`src/cic_pkg.sv`:
```
// Package of constants and types for the contact input control block
package cic_pkg;

  // Clock rate and derived one-second tick
  localparam int unsigned CIC_CLK_HZ = 25_000_000;
  localparam int unsigned CIC_TICK_S = 1;
  localparam int unsigned CIC_TICK_CYC = CIC_CLK_HZ * CIC_TICK_S;
  // Least hold time of a pulse-toggle input, for reference
  localparam int unsigned CIC_PULSE_HOLD_MS = 300;

  // Register byte offsets
  localparam logic [7:0] CIC_OFS_CFG = 8'h00;
  localparam logic [7:0] CIC_OFS_TIME = 8'h04;
  localparam logic [7:0] CIC_OFS_STAT = 8'h08;
  localparam logic [7:0] CIC_OFS_IRQ = 8'h0C;
  localparam logic [7:0] CIC_OFS_MASK = 8'h10;

  // CFG field positions
  localparam int CIC_CFG_FN1 = 0;  // 3 bits
  localparam int CIC_CFG_FN2 = 4;  // 3 bits
  localparam int CIC_CFG_RESP = 8; // 2 bits
  localparam int CIC_CFG_MODE = 12; // 3 bits
  // TIME field positions
  localparam int CIC_TIME_DLY = 0;  // 16 bits
  localparam int CIC_TIME_OFF = 16; // 16 bits

  // Reset values
  localparam logic [31:0] CIC_CFG_RST = 32'h0000_0001;
  localparam logic [31:0] CIC_TIME_RST = 32'h0000_0000;
  localparam logic [1:0] CIC_IRQ_RST = 2'h0;

  // Input function codes
  typedef enum logic [2:0] {
    FN_OFF = 3'h0,
    FN_RUN_LEVEL = 3'h1,
    FN_RUN_PULSE = 3'h2,
    FN_SW_NO = 3'h3,
    FN_SW_NC = 3'h4,
    FN_HOST_LEVEL = 3'h5,
    FN_HOST_PULSE = 3'h6
  } cic_fn_t;

  // Alarm response codes
  typedef enum logic [1:0] {
    RESP_STOP = 2'h0,
    RESP_CONTINUE = 2'h1,
    RESP_IGNORE = 2'h2
  } cic_resp_t;

  // Communication mode codes
  typedef enum logic [2:0] {
    MODE_LOCAL = 3'h0,
    MODE_CONTACT = 3'h1,
    MODE_MODBUS = 3'h2,
    MODE_SIMPLE1 = 3'h3,
    MODE_SIMPLE2 = 3'h4
  } cic_mode_t;

  // Supervision state of one switch
  typedef enum logic [1:0] {
    SV_IDLE,
    SV_DELAY,
    SV_WATCH,
    SV_FAULT
  } cic_sv_t;

endpackage : cic_pkg

```
`src/cic_sup_if.sv`:
```
// Interface joining the control block to one switch supervisor
`timescale 1ns/10ps
interface cic_sup_if;
  logic enable;
  logic start;
  logic tick;
  logic healthy;
  logic [15:0] delay_s;
  logic [15:0] off_s;
  logic fault;
  modport ctrl (output enable, start, tick, healthy, delay_s, off_s,
                input fault);
  modport sup (input enable, start, tick, healthy, delay_s, off_s,
               output fault);
endinterface : cic_sup_if

```
`src/cic_sup.sv`:
```
// Supervisor of one external switch with read delay and OFF timers
`timescale 1ns/10ps
module cic_sup
  import cic_pkg::*;
(
  input wire logic i_sys_clk,
  input wire logic i_arst_n,
  cic_sup_if.sup sup
);

  typedef struct packed {
    cic_sv_t st;
    logic [15:0] cnt;
  } cic_sup_state_t;

  cic_sup_state_t s;
  cic_sup_state_t next_s;

  // Delay, then watch for a continuously open switch
  always_comb begin
    next_s = s;
    if (!sup.enable) begin
      next_s.st = SV_IDLE;
      next_s.cnt = 16'h0000;
    end else if (sup.start) begin
      next_s.st = SV_DELAY;
      next_s.cnt = 16'h0000;
    end else begin
      unique case (s.st)
        SV_IDLE: begin
          next_s.cnt = 16'h0000;
        end
        SV_DELAY: begin
          if (s.cnt >= sup.delay_s) begin
            next_s.st = SV_WATCH;
            next_s.cnt = 16'h0000;
          end else if (sup.tick) begin
            next_s.cnt = s.cnt + 16'h0001;
          end
        end
        SV_WATCH: begin
          if (sup.healthy) begin
            next_s.cnt = 16'h0000;
          end else if (s.cnt >= sup.off_s) begin
            next_s.st = SV_FAULT;
          end else if (sup.tick) begin
            next_s.cnt = s.cnt + 16'h0001;
          end
        end
        SV_FAULT: begin
          next_s.cnt = s.cnt;
        end
      endcase
    end
  end

  // State register
  always_ff @(posedge i_sys_clk or negedge i_arst_n) begin
    if (!i_arst_n) begin
      s <= '{st: SV_IDLE, cnt: 16'h0000};
    end else begin
      s <= next_s;
    end
  end

  assign sup.fault = (s.st == SV_FAULT);

endmodule : cic_sup

```
`src/cic_top.sv`:
```
// Contact input control with AXI4-Lite registers and interrupt
`timescale 1ns/10ps

// Behaviour
// - Two configurable inputs; default input one level run, input two unused
// - Level run: operate while input asserted, stop when deasserted
// - Pulse run: on release edge start if stopped, stop if running
// - Level host select: contact control active while input asserted
// - Pulse host select: toggle idle and active on each release edge
// - Supervision begins only after read delay from start; default zero
// - Switch fails only after continuously open for OFF time; default zero
// - Input two switch open raises its fault, stopping operation by default
// - Fault response: stop, continue, or do not detect
// - Run deasserted stops; later switch opening raises no fault
// - Supervision suspended whenever product not operating
// - Switch one supervised only local, MODBUS, pattern 1; switch two always
// - With both supervised, either fault raises alarm; stops only under the stop response
// - Each switch selectable normally open or normally closed
// - No function on either input: contacts ignored for control
// - Host select on either input: no product control from contacts
module cic_top
  import cic_pkg::*;
#(
  parameter int unsigned TICK_CYC = CIC_TICK_CYC
) (
  input wire logic i_sys_clk,
  input wire logic i_arst_n,
  input wire logic i_contact1,
  input wire logic i_contact2,
  input wire logic i_other_run_req,
  input wire logic i_other_stop_req,
  input wire logic [31:0] s_axi_awaddr,
  input wire logic s_axi_awvalid,
  output logic s_axi_awready,
  input wire logic [31:0] s_axi_wdata,
  input wire logic [3:0] s_axi_wstrb,
  input wire logic s_axi_wvalid,
  output logic s_axi_wready,
  output logic [1:0] s_axi_bresp,
  output logic s_axi_bvalid,
  input wire logic s_axi_bready,
  input wire logic [31:0] s_axi_araddr,
  input wire logic s_axi_arvalid,
  output logic s_axi_arready,
  output logic [31:0] s_axi_rdata,
  output logic [1:0] s_axi_rresp,
  output logic s_axi_rvalid,
  input wire logic s_axi_rready,
  output logic o_running,
  output logic o_contact_control_active,
  output logic o_input_two_switch_fault,
  output logic o_switch_fault,
  output logic o_irq
);

  // ----------------------------------------------------------------
  // State
  // ----------------------------------------------------------------
  typedef struct packed {
    logic [31:0] cfg;
    logic [31:0] tim;
    logic [1:0] irq;
    logic [1:0] mask;
    logic aw_got;
    logic [7:0] aw_addr;
    logic w_got;
    logic [31:0] w_data;
    logic [3:0] w_strb;
    logic bvalid;
    logic [1:0] bresp;
    logic rvalid;
    logic [1:0] rresp;
    logic [31:0] rdata;
    logic [31:0] tick_cnt;
    logic tick;
    logic in1_q;
    logic in2_q;
    logic running;
    logic halted;
    logic host_active;
    logic start;
    logic fault1;
    logic fault2;
    logic run_o;
    logic host_o;
    logic f2_o;
    logic f_o;
  } cic_state_t;

  cic_state_t s;
  cic_state_t next_s;

  cic_sup_if sup1 ();
  cic_sup_if sup2 ();

  // Byte-lane merge of a write
  function automatic logic [31:0] merge(input logic [31:0] old,
                                        input logic [31:0] val,
                                        input logic [3:0] strb);
    logic [31:0] r;
    r = old;
    for (int b = 0; b < 4; b++) begin
      if (strb[b]) begin
        r[b*8 +: 8] = val[b*8 +: 8];
      end
    end
    return r;
  endfunction

  // Whether one function code is a switch supervision function
  function automatic logic is_sw(input logic [2:0] fn);
    return (fn == FN_SW_NO) || (fn == FN_SW_NC);
  endfunction

  // Healthy level of a switch for its polarity
  function automatic logic sw_ok(input logic [2:0] fn, input logic lvl);
    return (fn == FN_SW_NC) ? !lvl : lvl;
  endfunction

  // ----------------------------------------------------------------
  // Decoded settings
  // ----------------------------------------------------------------
  logic [2:0] fn1;
  logic [2:0] fn2;
  logic [1:0] resp;
  logic [2:0] mode;
  logic host_sel;
  logic sw1_mode_ok;
  logic mon1;
  logic mon2;
  logic fault_any;
  logic w_fire;
  logic [7:0] rd_addr;

  assign fn1 = s.cfg[CIC_CFG_FN1 +: 3];
  assign fn2 = s.cfg[CIC_CFG_FN2 +: 3];
  assign resp = s.cfg[CIC_CFG_RESP +: 2];
  assign mode = s.cfg[CIC_CFG_MODE +: 3];
  assign host_sel = (fn1 == FN_HOST_LEVEL) || (fn1 == FN_HOST_PULSE) ||
                    (fn2 == FN_HOST_LEVEL) || (fn2 == FN_HOST_PULSE);
  // Switch one only outside contact control and pattern 2 modes
  assign sw1_mode_ok = (mode == MODE_LOCAL) || (mode == MODE_MODBUS) ||
                       (mode == MODE_SIMPLE1);
  assign mon1 = is_sw(fn1) && sw1_mode_ok && (resp != RESP_IGNORE);
  assign mon2 = is_sw(fn2) && (resp != RESP_IGNORE);

  // Supervisor connections
  assign sup1.enable = s.running && mon1;
  assign sup1.start = s.start;
  assign sup1.tick = s.tick;
  assign sup1.healthy = sw_ok(fn1, s.in1_q);
  assign sup1.delay_s = s.tim[CIC_TIME_DLY +: 16];
  assign sup1.off_s = s.tim[CIC_TIME_OFF +: 16];
  assign sup2.enable = s.running && mon2;
  assign sup2.start = s.start;
  assign sup2.tick = s.tick;
  assign sup2.healthy = sw_ok(fn2, s.in2_q);
  assign sup2.delay_s = s.tim[CIC_TIME_DLY +: 16];
  assign sup2.off_s = s.tim[CIC_TIME_OFF +: 16];

  cic_sup u_sup1 (
    .i_sys_clk(i_sys_clk),
    .i_arst_n(i_arst_n),
    .sup(sup1)
  );

  cic_sup u_sup2 (
    .i_sys_clk(i_sys_clk),
    .i_arst_n(i_arst_n),
    .sup(sup2)
  );

  assign fault_any = sup1.fault || sup2.fault;
  assign w_fire = s.aw_got && s.w_got && !s.bvalid;
  assign rd_addr = s_axi_araddr[7:0];

  // ----------------------------------------------------------------
  // Next-state logic
  // ----------------------------------------------------------------
  always_comb begin
    logic rel1;
    logic rel2;
    logic run_lvl;
    logic run_pulse;
    logic want_run;
    rel1 = 1'b0;
    rel2 = 1'b0;
    run_lvl = 1'b0;
    run_pulse = 1'b0;
    want_run = 1'b0;
    next_s = s;

    // Seconds tick
    next_s.tick = 1'b0;
    if (s.tick_cnt >= TICK_CYC - 1) begin
      next_s.tick_cnt = 32'h0000_0000;
      next_s.tick = 1'b1;
    end else begin
      next_s.tick_cnt = s.tick_cnt + 32'h0000_0001;
    end

    // Input history and release edges
    next_s.in1_q = i_contact1;
    next_s.in2_q = i_contact2;
    rel1 = s.in1_q && !i_contact1;
    rel2 = s.in2_q && !i_contact2;

    // Host select state
    if (fn1 == FN_HOST_LEVEL) begin
      next_s.host_active = i_contact1;
    end else if (fn2 == FN_HOST_LEVEL) begin
      next_s.host_active = i_contact2;
    end else if ((fn1 == FN_HOST_PULSE && rel1) ||
                 (fn2 == FN_HOST_PULSE && rel2)) begin
      next_s.host_active = !s.host_active;
    end else if (!host_sel) begin
      next_s.host_active = 1'b0;
    end

    // Run control from contacts, or from elsewhere under host select or when no run function assigned
    next_s.start = 1'b0;
    want_run = s.running;
    if (host_sel) begin
      want_run = s.running;
      if (i_other_run_req) want_run = 1'b1;
      if (i_other_stop_req) want_run = 1'b0;
    end else begin
      run_lvl = (fn1 == FN_RUN_LEVEL) || (fn2 == FN_RUN_LEVEL);
      run_pulse = (fn1 == FN_RUN_PULSE) || (fn2 == FN_RUN_PULSE);
      if (fn1 == FN_RUN_LEVEL) begin
        want_run = i_contact1;
      end else if (fn2 == FN_RUN_LEVEL) begin
        want_run = i_contact2;
      end else if ((fn1 == FN_RUN_PULSE && rel1) ||
                   (fn2 == FN_RUN_PULSE && rel2)) begin
        want_run = !s.running;
      end else if (!run_lvl && !run_pulse) begin
        // No contact run function: other requests steer
        if (i_other_run_req) want_run = 1'b1;
        if (i_other_stop_req) want_run = 1'b0;
      end
    end
    // Stopping fault halts and blocks restart until request withdrawn
    if (fault_any && resp == RESP_STOP && s.running) begin
      next_s.halted = 1'b1;
    end else if (!want_run) begin
      next_s.halted = 1'b0;
    end
    if (next_s.halted) begin
      want_run = 1'b0;
    end
    // Stop always ends supervision first, so no later fault
    next_s.running = want_run;
    if (want_run && !s.running) begin
      next_s.start = 1'b1;
    end
    next_s.fault1 = sup1.fault;
    next_s.fault2 = sup2.fault;

    // Sticky interrupts, set wins over clear
    if (w_fire && s.aw_addr == CIC_OFS_IRQ && s.w_strb[0]) begin
      next_s.irq = s.irq & ~s.w_data[1:0];
    end
    if (sup2.fault && !s.fault2) next_s.irq[1] = 1'b1;
    if (fault_any && !(s.fault1 || s.fault2)) next_s.irq[0] = 1'b1;

    // Write channel capture
    if (!s.aw_got && s_axi_awvalid) begin
      next_s.aw_got = 1'b1;
      next_s.aw_addr = s_axi_awaddr[7:0];
    end
    if (!s.w_got && s_axi_wvalid) begin
      next_s.w_got = 1'b1;
      next_s.w_data = s_axi_wdata;
      next_s.w_strb = s_axi_wstrb;
    end
    if (w_fire) begin
      next_s.aw_got = 1'b0;
      next_s.w_got = 1'b0;
      next_s.bvalid = 1'b1;
      next_s.bresp = 2'b00;
      unique case (s.aw_addr)
        CIC_OFS_CFG: next_s.cfg = merge(s.cfg, s.w_data, s.w_strb);
        CIC_OFS_TIME: next_s.tim = merge(s.tim, s.w_data, s.w_strb);
        CIC_OFS_STAT: next_s.bresp = 2'b10;
        CIC_OFS_IRQ: next_s.bresp = 2'b00;
        CIC_OFS_MASK: begin
          if (s.w_strb[0]) next_s.mask = s.w_data[1:0];
        end
        default: next_s.bresp = 2'b10;
      endcase
    end
    if (s.bvalid && s_axi_bready) next_s.bvalid = 1'b0;

    // Read channel
    if (s.rvalid && s_axi_rready) next_s.rvalid = 1'b0;
    if (!s.rvalid && s_axi_arvalid) begin
      next_s.rvalid = 1'b1;
      next_s.rresp = 2'b00;
      next_s.rdata = 32'h0000_0000;
      unique case (rd_addr)
        CIC_OFS_CFG: next_s.rdata = s.cfg;
        CIC_OFS_TIME: next_s.rdata = s.tim;
        CIC_OFS_STAT: next_s.rdata = {28'h000_0000, sup2.fault,
                                      sup1.fault, s.host_active, s.running};
        CIC_OFS_IRQ: next_s.rdata = {30'h0000_0000, s.irq};
        CIC_OFS_MASK: next_s.rdata = {30'h0000_0000, s.mask};
        default: next_s.rresp = 2'b10;
      endcase
    end

    // Registered outputs
    next_s.run_o = next_s.running;
    next_s.host_o = next_s.host_active;
    next_s.f2_o = sup2.fault;
    next_s.f_o = fault_any;
  end

  // ----------------------------------------------------------------
  // Registers
  // ----------------------------------------------------------------
  always_ff @(posedge i_sys_clk or negedge i_arst_n) begin
    if (!i_arst_n) begin
      s <= '0;
      s.cfg <= CIC_CFG_RST;
      s.tim <= CIC_TIME_RST;
      s.irq <= CIC_IRQ_RST;
    end else begin
      s <= next_s;
    end
  end

  // Outputs
  assign s_axi_awready = !s.aw_got;
  assign s_axi_wready = !s.w_got;
  assign s_axi_bvalid = s.bvalid;
  assign s_axi_bresp = s.bresp;
  assign s_axi_arready = !s.rvalid;
  assign s_axi_rvalid = s.rvalid;
  assign s_axi_rdata = s.rdata;
  assign s_axi_rresp = s.rresp;
  assign o_running = s.run_o;
  assign o_contact_control_active = s.host_o;
  assign o_input_two_switch_fault = s.f2_o;
  assign o_switch_fault = s.f_o;
  assign o_irq = |(s.irq & s.mask);

endmodule : cic_top

```
`config.mk`:
```
export PLATFORM = sky130hd
export DESIGN_NAME = cic_top
export DESIGN_NICKNAME = d
export VERILOG_FILES = /design/src/cic_pkg.sv /design/src/cic_sup_if.sv /design/src/cic_sup.sv /design/src/cic_top.sv
export SDC_FILE = /design/constraint.sdc
export NUM_CORES = 1
export LEC_CHECK = 0
export ABC_AREA = 1
export ABC_CLOCK_PERIOD_IN_PS = 2400
export BUFFER_PORTS_ARGS = -buffer_cell sky130_fd_sc_hd__buf_2
export CAP_MARGIN = 0
export CORE_MARGIN = 3
export CORE_UTILIZATION = 55
export CTS_CLUSTER_DIAMETER = 60
export CTS_CLUSTER_SIZE = 20
export DETAILED_ROUTE_END_ITERATION = 16
export PLACE_DENSITY = 0.85
export SLEW_MARGIN = 15
export SYNTH_ARGS = -nofsm -noshare
export SYNTH_HDL_FRONTEND = slang
export SYNTH_HIERARCHICAL = 1
export SYNTH_SLANG_ARGS = --single-unit
```
`constraint.sdc`:
```
create_clock -name i_sys_clk -period 2.4 [get_ports i_sys_clk]
set_clock_uncertainty 0.1 [all_clocks]
set_input_delay 0.24 -clock i_sys_clk [delete_from_list [all_inputs] [get_ports i_sys_clk]]
set_output_delay 0.24 -clock i_sys_clk [all_outputs]
set_load 0.005 [all_outputs]
```
==> flow_metrics.env <==
export IMPL_finalWirelength_um=32500
export IMPL_total_leakage_power_nw=7.41
export IMPL_critical_path_data_required_time_ns=2.76
export IMPL_post_route_period_util_pct=95.4
export IMPL_synth_seq_cells=228
export IMPL_vias=10900
export IMPL_min_path_type="input port to flop"
export IMPL_setup_viol=0
export IMPL_fp_dieArea_sq_mm=0.0248
export IMPL_detail_route_antenna_nets=0
export IMPL_remaining_drc_errors=0
export IMPL_cts_buffers=20
export IMPL_syn_instance_count=1549
export IMPL_share_of_cells_above_drive_strength_1_pct=13.3
export IMPL_clock_tree_htree_level_count=1
export IMPL_detail_route_vias_per_cell=5.52
export IMPL_finish_utilization_pct=65.7
export IMPL_r2r_start="fn1[0]$_DFFE_PN1P_"
export IMPL_syn_avg_cell_area_sq_um=8.13
export IMPL_synth_warning_count=6
export IMPL_min_from="s_axi_araddr[0]"
export IMPL_clkSinkCount=228
export IMPL_run_status="finished clean"
export IMPL_num_nets_final=1872
export IMPL_yosysUniqueCellTypes=48
export IMPL_port_buffers=106
export IMPL_antenna_found_initial=1
export IMPL_holdWs_ns=0.0596
export IMPL_io_pins=157
export IMPL_routabilityCongestion=0.911
export IMPL_fillerInstances=1703
export IMPL_critPathMaxStageDelay_ns=0.58
export IMPL_cp_startpoint="fn1[0]$_DFFE_PN1P_"
export IMPL_layout_cells_most_common_list="386 x sky130_fd_sc_hd__nand2_1, 225 x sky130_fd_sc_hd__dfrtp_1, 207 x sky130_fd_sc_hd__inv_1"
export IMPL_routedWlPerCell_um=16.4
export IMPL_root_buffer="sky130_fd_sc_hd__clkbuf_16"
export IMPL_floorplan_core_area_sq_mm=0.0222
export IMPL_dpl_cell_area_sq_mm=0.0133
export IMPL_layout_cell_area_non_filler_sq_mm=0.0146
export IMPL_number_of_drc_markers_in_iteration_0=1014
export IMPL_hold_end="s_axi_rresp[1]$_DFFE_PN0P_"
export IMPL_grt_total_usage_pct=26.4
export IMPL_wire_length_of_the_first_global_routing_pass_um=53000
export IMPL_ir_worst_vdd_v=0.000647
export IMPL_path_max_fanout=7
export IMPL_initial_utilization_pct=56.9
export IMPL_drtPass1Iterations=9
export IMPL_holdPathStages=5
export IMPL_synth_seq_area_share_pct=45.3
export IMPL_finalPower_mw=10.0
export IMPL_power_per_cell_area_mw_per_mm2=689
export IMPL_tritoncts="done"
export IMPL_syn_area_sq_mm=0.0126
export IMPL_worst_skew_pair_late_latency_ns=0.52
export IMPL_first_global_vias=10900
export IMPL_area_growth_pct=15.5
export IMPL_critical_path_reg2reg_endpoint="u_sup1/s[12]$_DFFE_PN0P_"
export IMPL_die_x_um=157
export IMPL_ff2ff_path_depth=12
export IMPL_grt_max_degree=68
export IMPL_final_cell_count_no_fill=1983
export IMPL_critical_path_startpoint_type="flop"
export IMPL_number_of_hold_violations_in_the_final_report=0
export IMPL_fp_dieH_um=157
export IMPL_timing_critical_path_arrival_ns=2.65
export IMPL_count_of_placed_standard_cells_including_taps=1893
export IMPL_cpMaxStageDelayCell="sky130_fd_sc_hd__dfstp_2"
export IMPL_worst_pin_slew_ns=0.671
export IMPL_final_period_minus_worst_setup_slack_ns=2.29
export IMPL_worst_path_cell_chain="inv_2, nor3_4, o22ai_1, nor3_1, inv_1, nor2_2, inv_1, nor2_2, a21boi_4, clkbuf_16, nand3_1, nand2_1"
export IMPL_drv_slew=0
export IMPL_clk_path_buf_depth=3
export IMPL_std_cell_rows=54
export IMPL_grt_remaining_overflow=0
export IMPL_cap_viol_max_count=0
export IMPL_timing_worst_setup_path_type="flop to flop"
export IMPL_clkSlewWorstSetupHoldPaths_ns=0.08
export IMPL_relative_slew_slack_pct=55.1
export IMPL_most_common_library_cell_in_the_layout_ignoring_fill_and_taps="sky130_fd_sc_hd__nand2_1"
export IMPL_max_freq_ghz=0.437
export IMPL_worst_setup_ep_type="flop"
export IMPL_reg2reg_setup_slack_ns=0.11
export IMPL_dp_final_hpwl_um=22400
==> critical path: cells and delay by family (launching register included) <==
kind / cells / cell delay (ns)
AO/OA/AOI/OAI: 2 / 0.34
AND/OR/NAND/NOR: 6 / 0.77
buffers and inverters: 4 / 0.44
flip-flops: 1 / 0.58
==> cells by family (layout without fill, tap and decap cells) <==
family                   Yosys count  count (layout)  synth area share [%]
AO/OA/AOI/OAI                    220             220                  9.96
XOR/XNOR                          36              36                  2.50
adder cells (fa/ha/maj)           73              73                  7.25
buffers and inverters            290             435                  10.3
flip-flops                       228             228                  45.3
multiplexers                       6               6                 0.536
other                              1              10                0.0298
AND/OR/NAND/NOR                  695             695                  24.1
==> layout make-up <==
type	count	area, sq um	share of cell area [%]
Clock inverter	14	185	1.27
Tap cell	280	350	2.41
Multi-Input combinational cell	1039	5660	38.9
Sequential cell	228	5710	39.2
Inverter	217	815	5.60
Antenna cell	1	2.50	0.0172
Timing Repair Buffer	182	1330	9.11
Clock buffer	22	508	3.49
==> cell usage after synthesis (all sizes together) <==
master	number	area [sq um]
and3	1	6.26
o21bai	4	30.0
nand3	102	533
clkbuf	12	45.0
and2	1	6.26
nand3b	1	7.51
nor2	139	584
o31ai	1	7.51
a21boi	3	45.1
xnor2	15	131
a31oi	2	12.5
xor2	21	184
a22o	23	201
nand2	397	1520
nand4	18	143
o22ai	4	25.0
buf	61	438
dfrtp	227	5680
nor3	25	151
ha	73	913
conb	1	3.75
a21o	2	15.0
o21ai	100	500
nor3b	4	30.0
a21oi	76	380
or2	3	23.8
o211ai	2	15.0
nor4	4	40.0
inv	217	815
dfstp	1	26.3
o21a	3	22.5
mux2	6	67.6
==> flip-flops by register name (all words and copies together), names as in the netlist <==
register	count
sup1.start	1
u_sup2/s	18
fn2	3
o_switch_fault	1
o_running	1
mode	3
s_axi_rresp	1
s_axi_rvalid	1
s_axi_rdata	32
o_input_two_switch_fault	1
s_axi_bvalid	1
u_sup1/s	18
sup1.tick	1
o_contact_control_active	1
resp	2
fn1	3
s	139
s_axi_bresp	1
==> worst max path at each step <==
stage / slack [ns] / endpoint
after global placement: 0.18 / u_sup1/s[14]$_DFFE_PN0P_
after global routing: -0.03 / u_sup1/s[9]$_DFFE_PN0P_
after CTS: 0.05 / u_sup1/s[12]$_DFFE_PN0P_
final: 0.11 / u_sup1/s[12]$_DFFE_PN0P_
after detailed placement: 0.07 / u_sup1/s[10]$_DFFE_PN0P_
after floorplan: 0.23 / u_sup1/s[0]$_DFFE_PN0P_
==> through the flow <==
stage	TNS [ns]	setup slack, ns
after floorplan	0	0.234
after global placement	0	0.179
after detailed placement	0	0.0711
after CTS	0	0.0456
after global routing	-0.0313	-0.0313
final	0	0.111
==> timing repair <==
action / 4_1_cts / 5_1_grt
setup buffers: 0 / 3
endpoints found under the setup margin: 0 / 33
gates resized for setup: 0 / 9
hold buffers: 49 / 0
hold endpoints to repair: 112 / 0
==> layer usage <==
layer | wire length, um | track usage (%) | share of wire (%) | vias to the layer above
met5 | 0 | 0 | 0 | -
met4 | 1030 | 9.17 | 3.2 | 0
met3 | 2310 | 3.52 | 7.1 | 88
met2 | 15700 | 44.6 | 48 | 446
met1 | 13400 | 35.1 | 41 | 5195
li1 | - | - | - | 5219
==> power breakdown <==
group          internal (mW)  total [mW]  switching [mW]
Clock                   1.74        3.39            1.65
Combinational          0.660        2.00            1.34
Sequential              4.34        4.64           0.297
Total                   6.75        10.0            3.28
(Power assumes the default switching activity.)
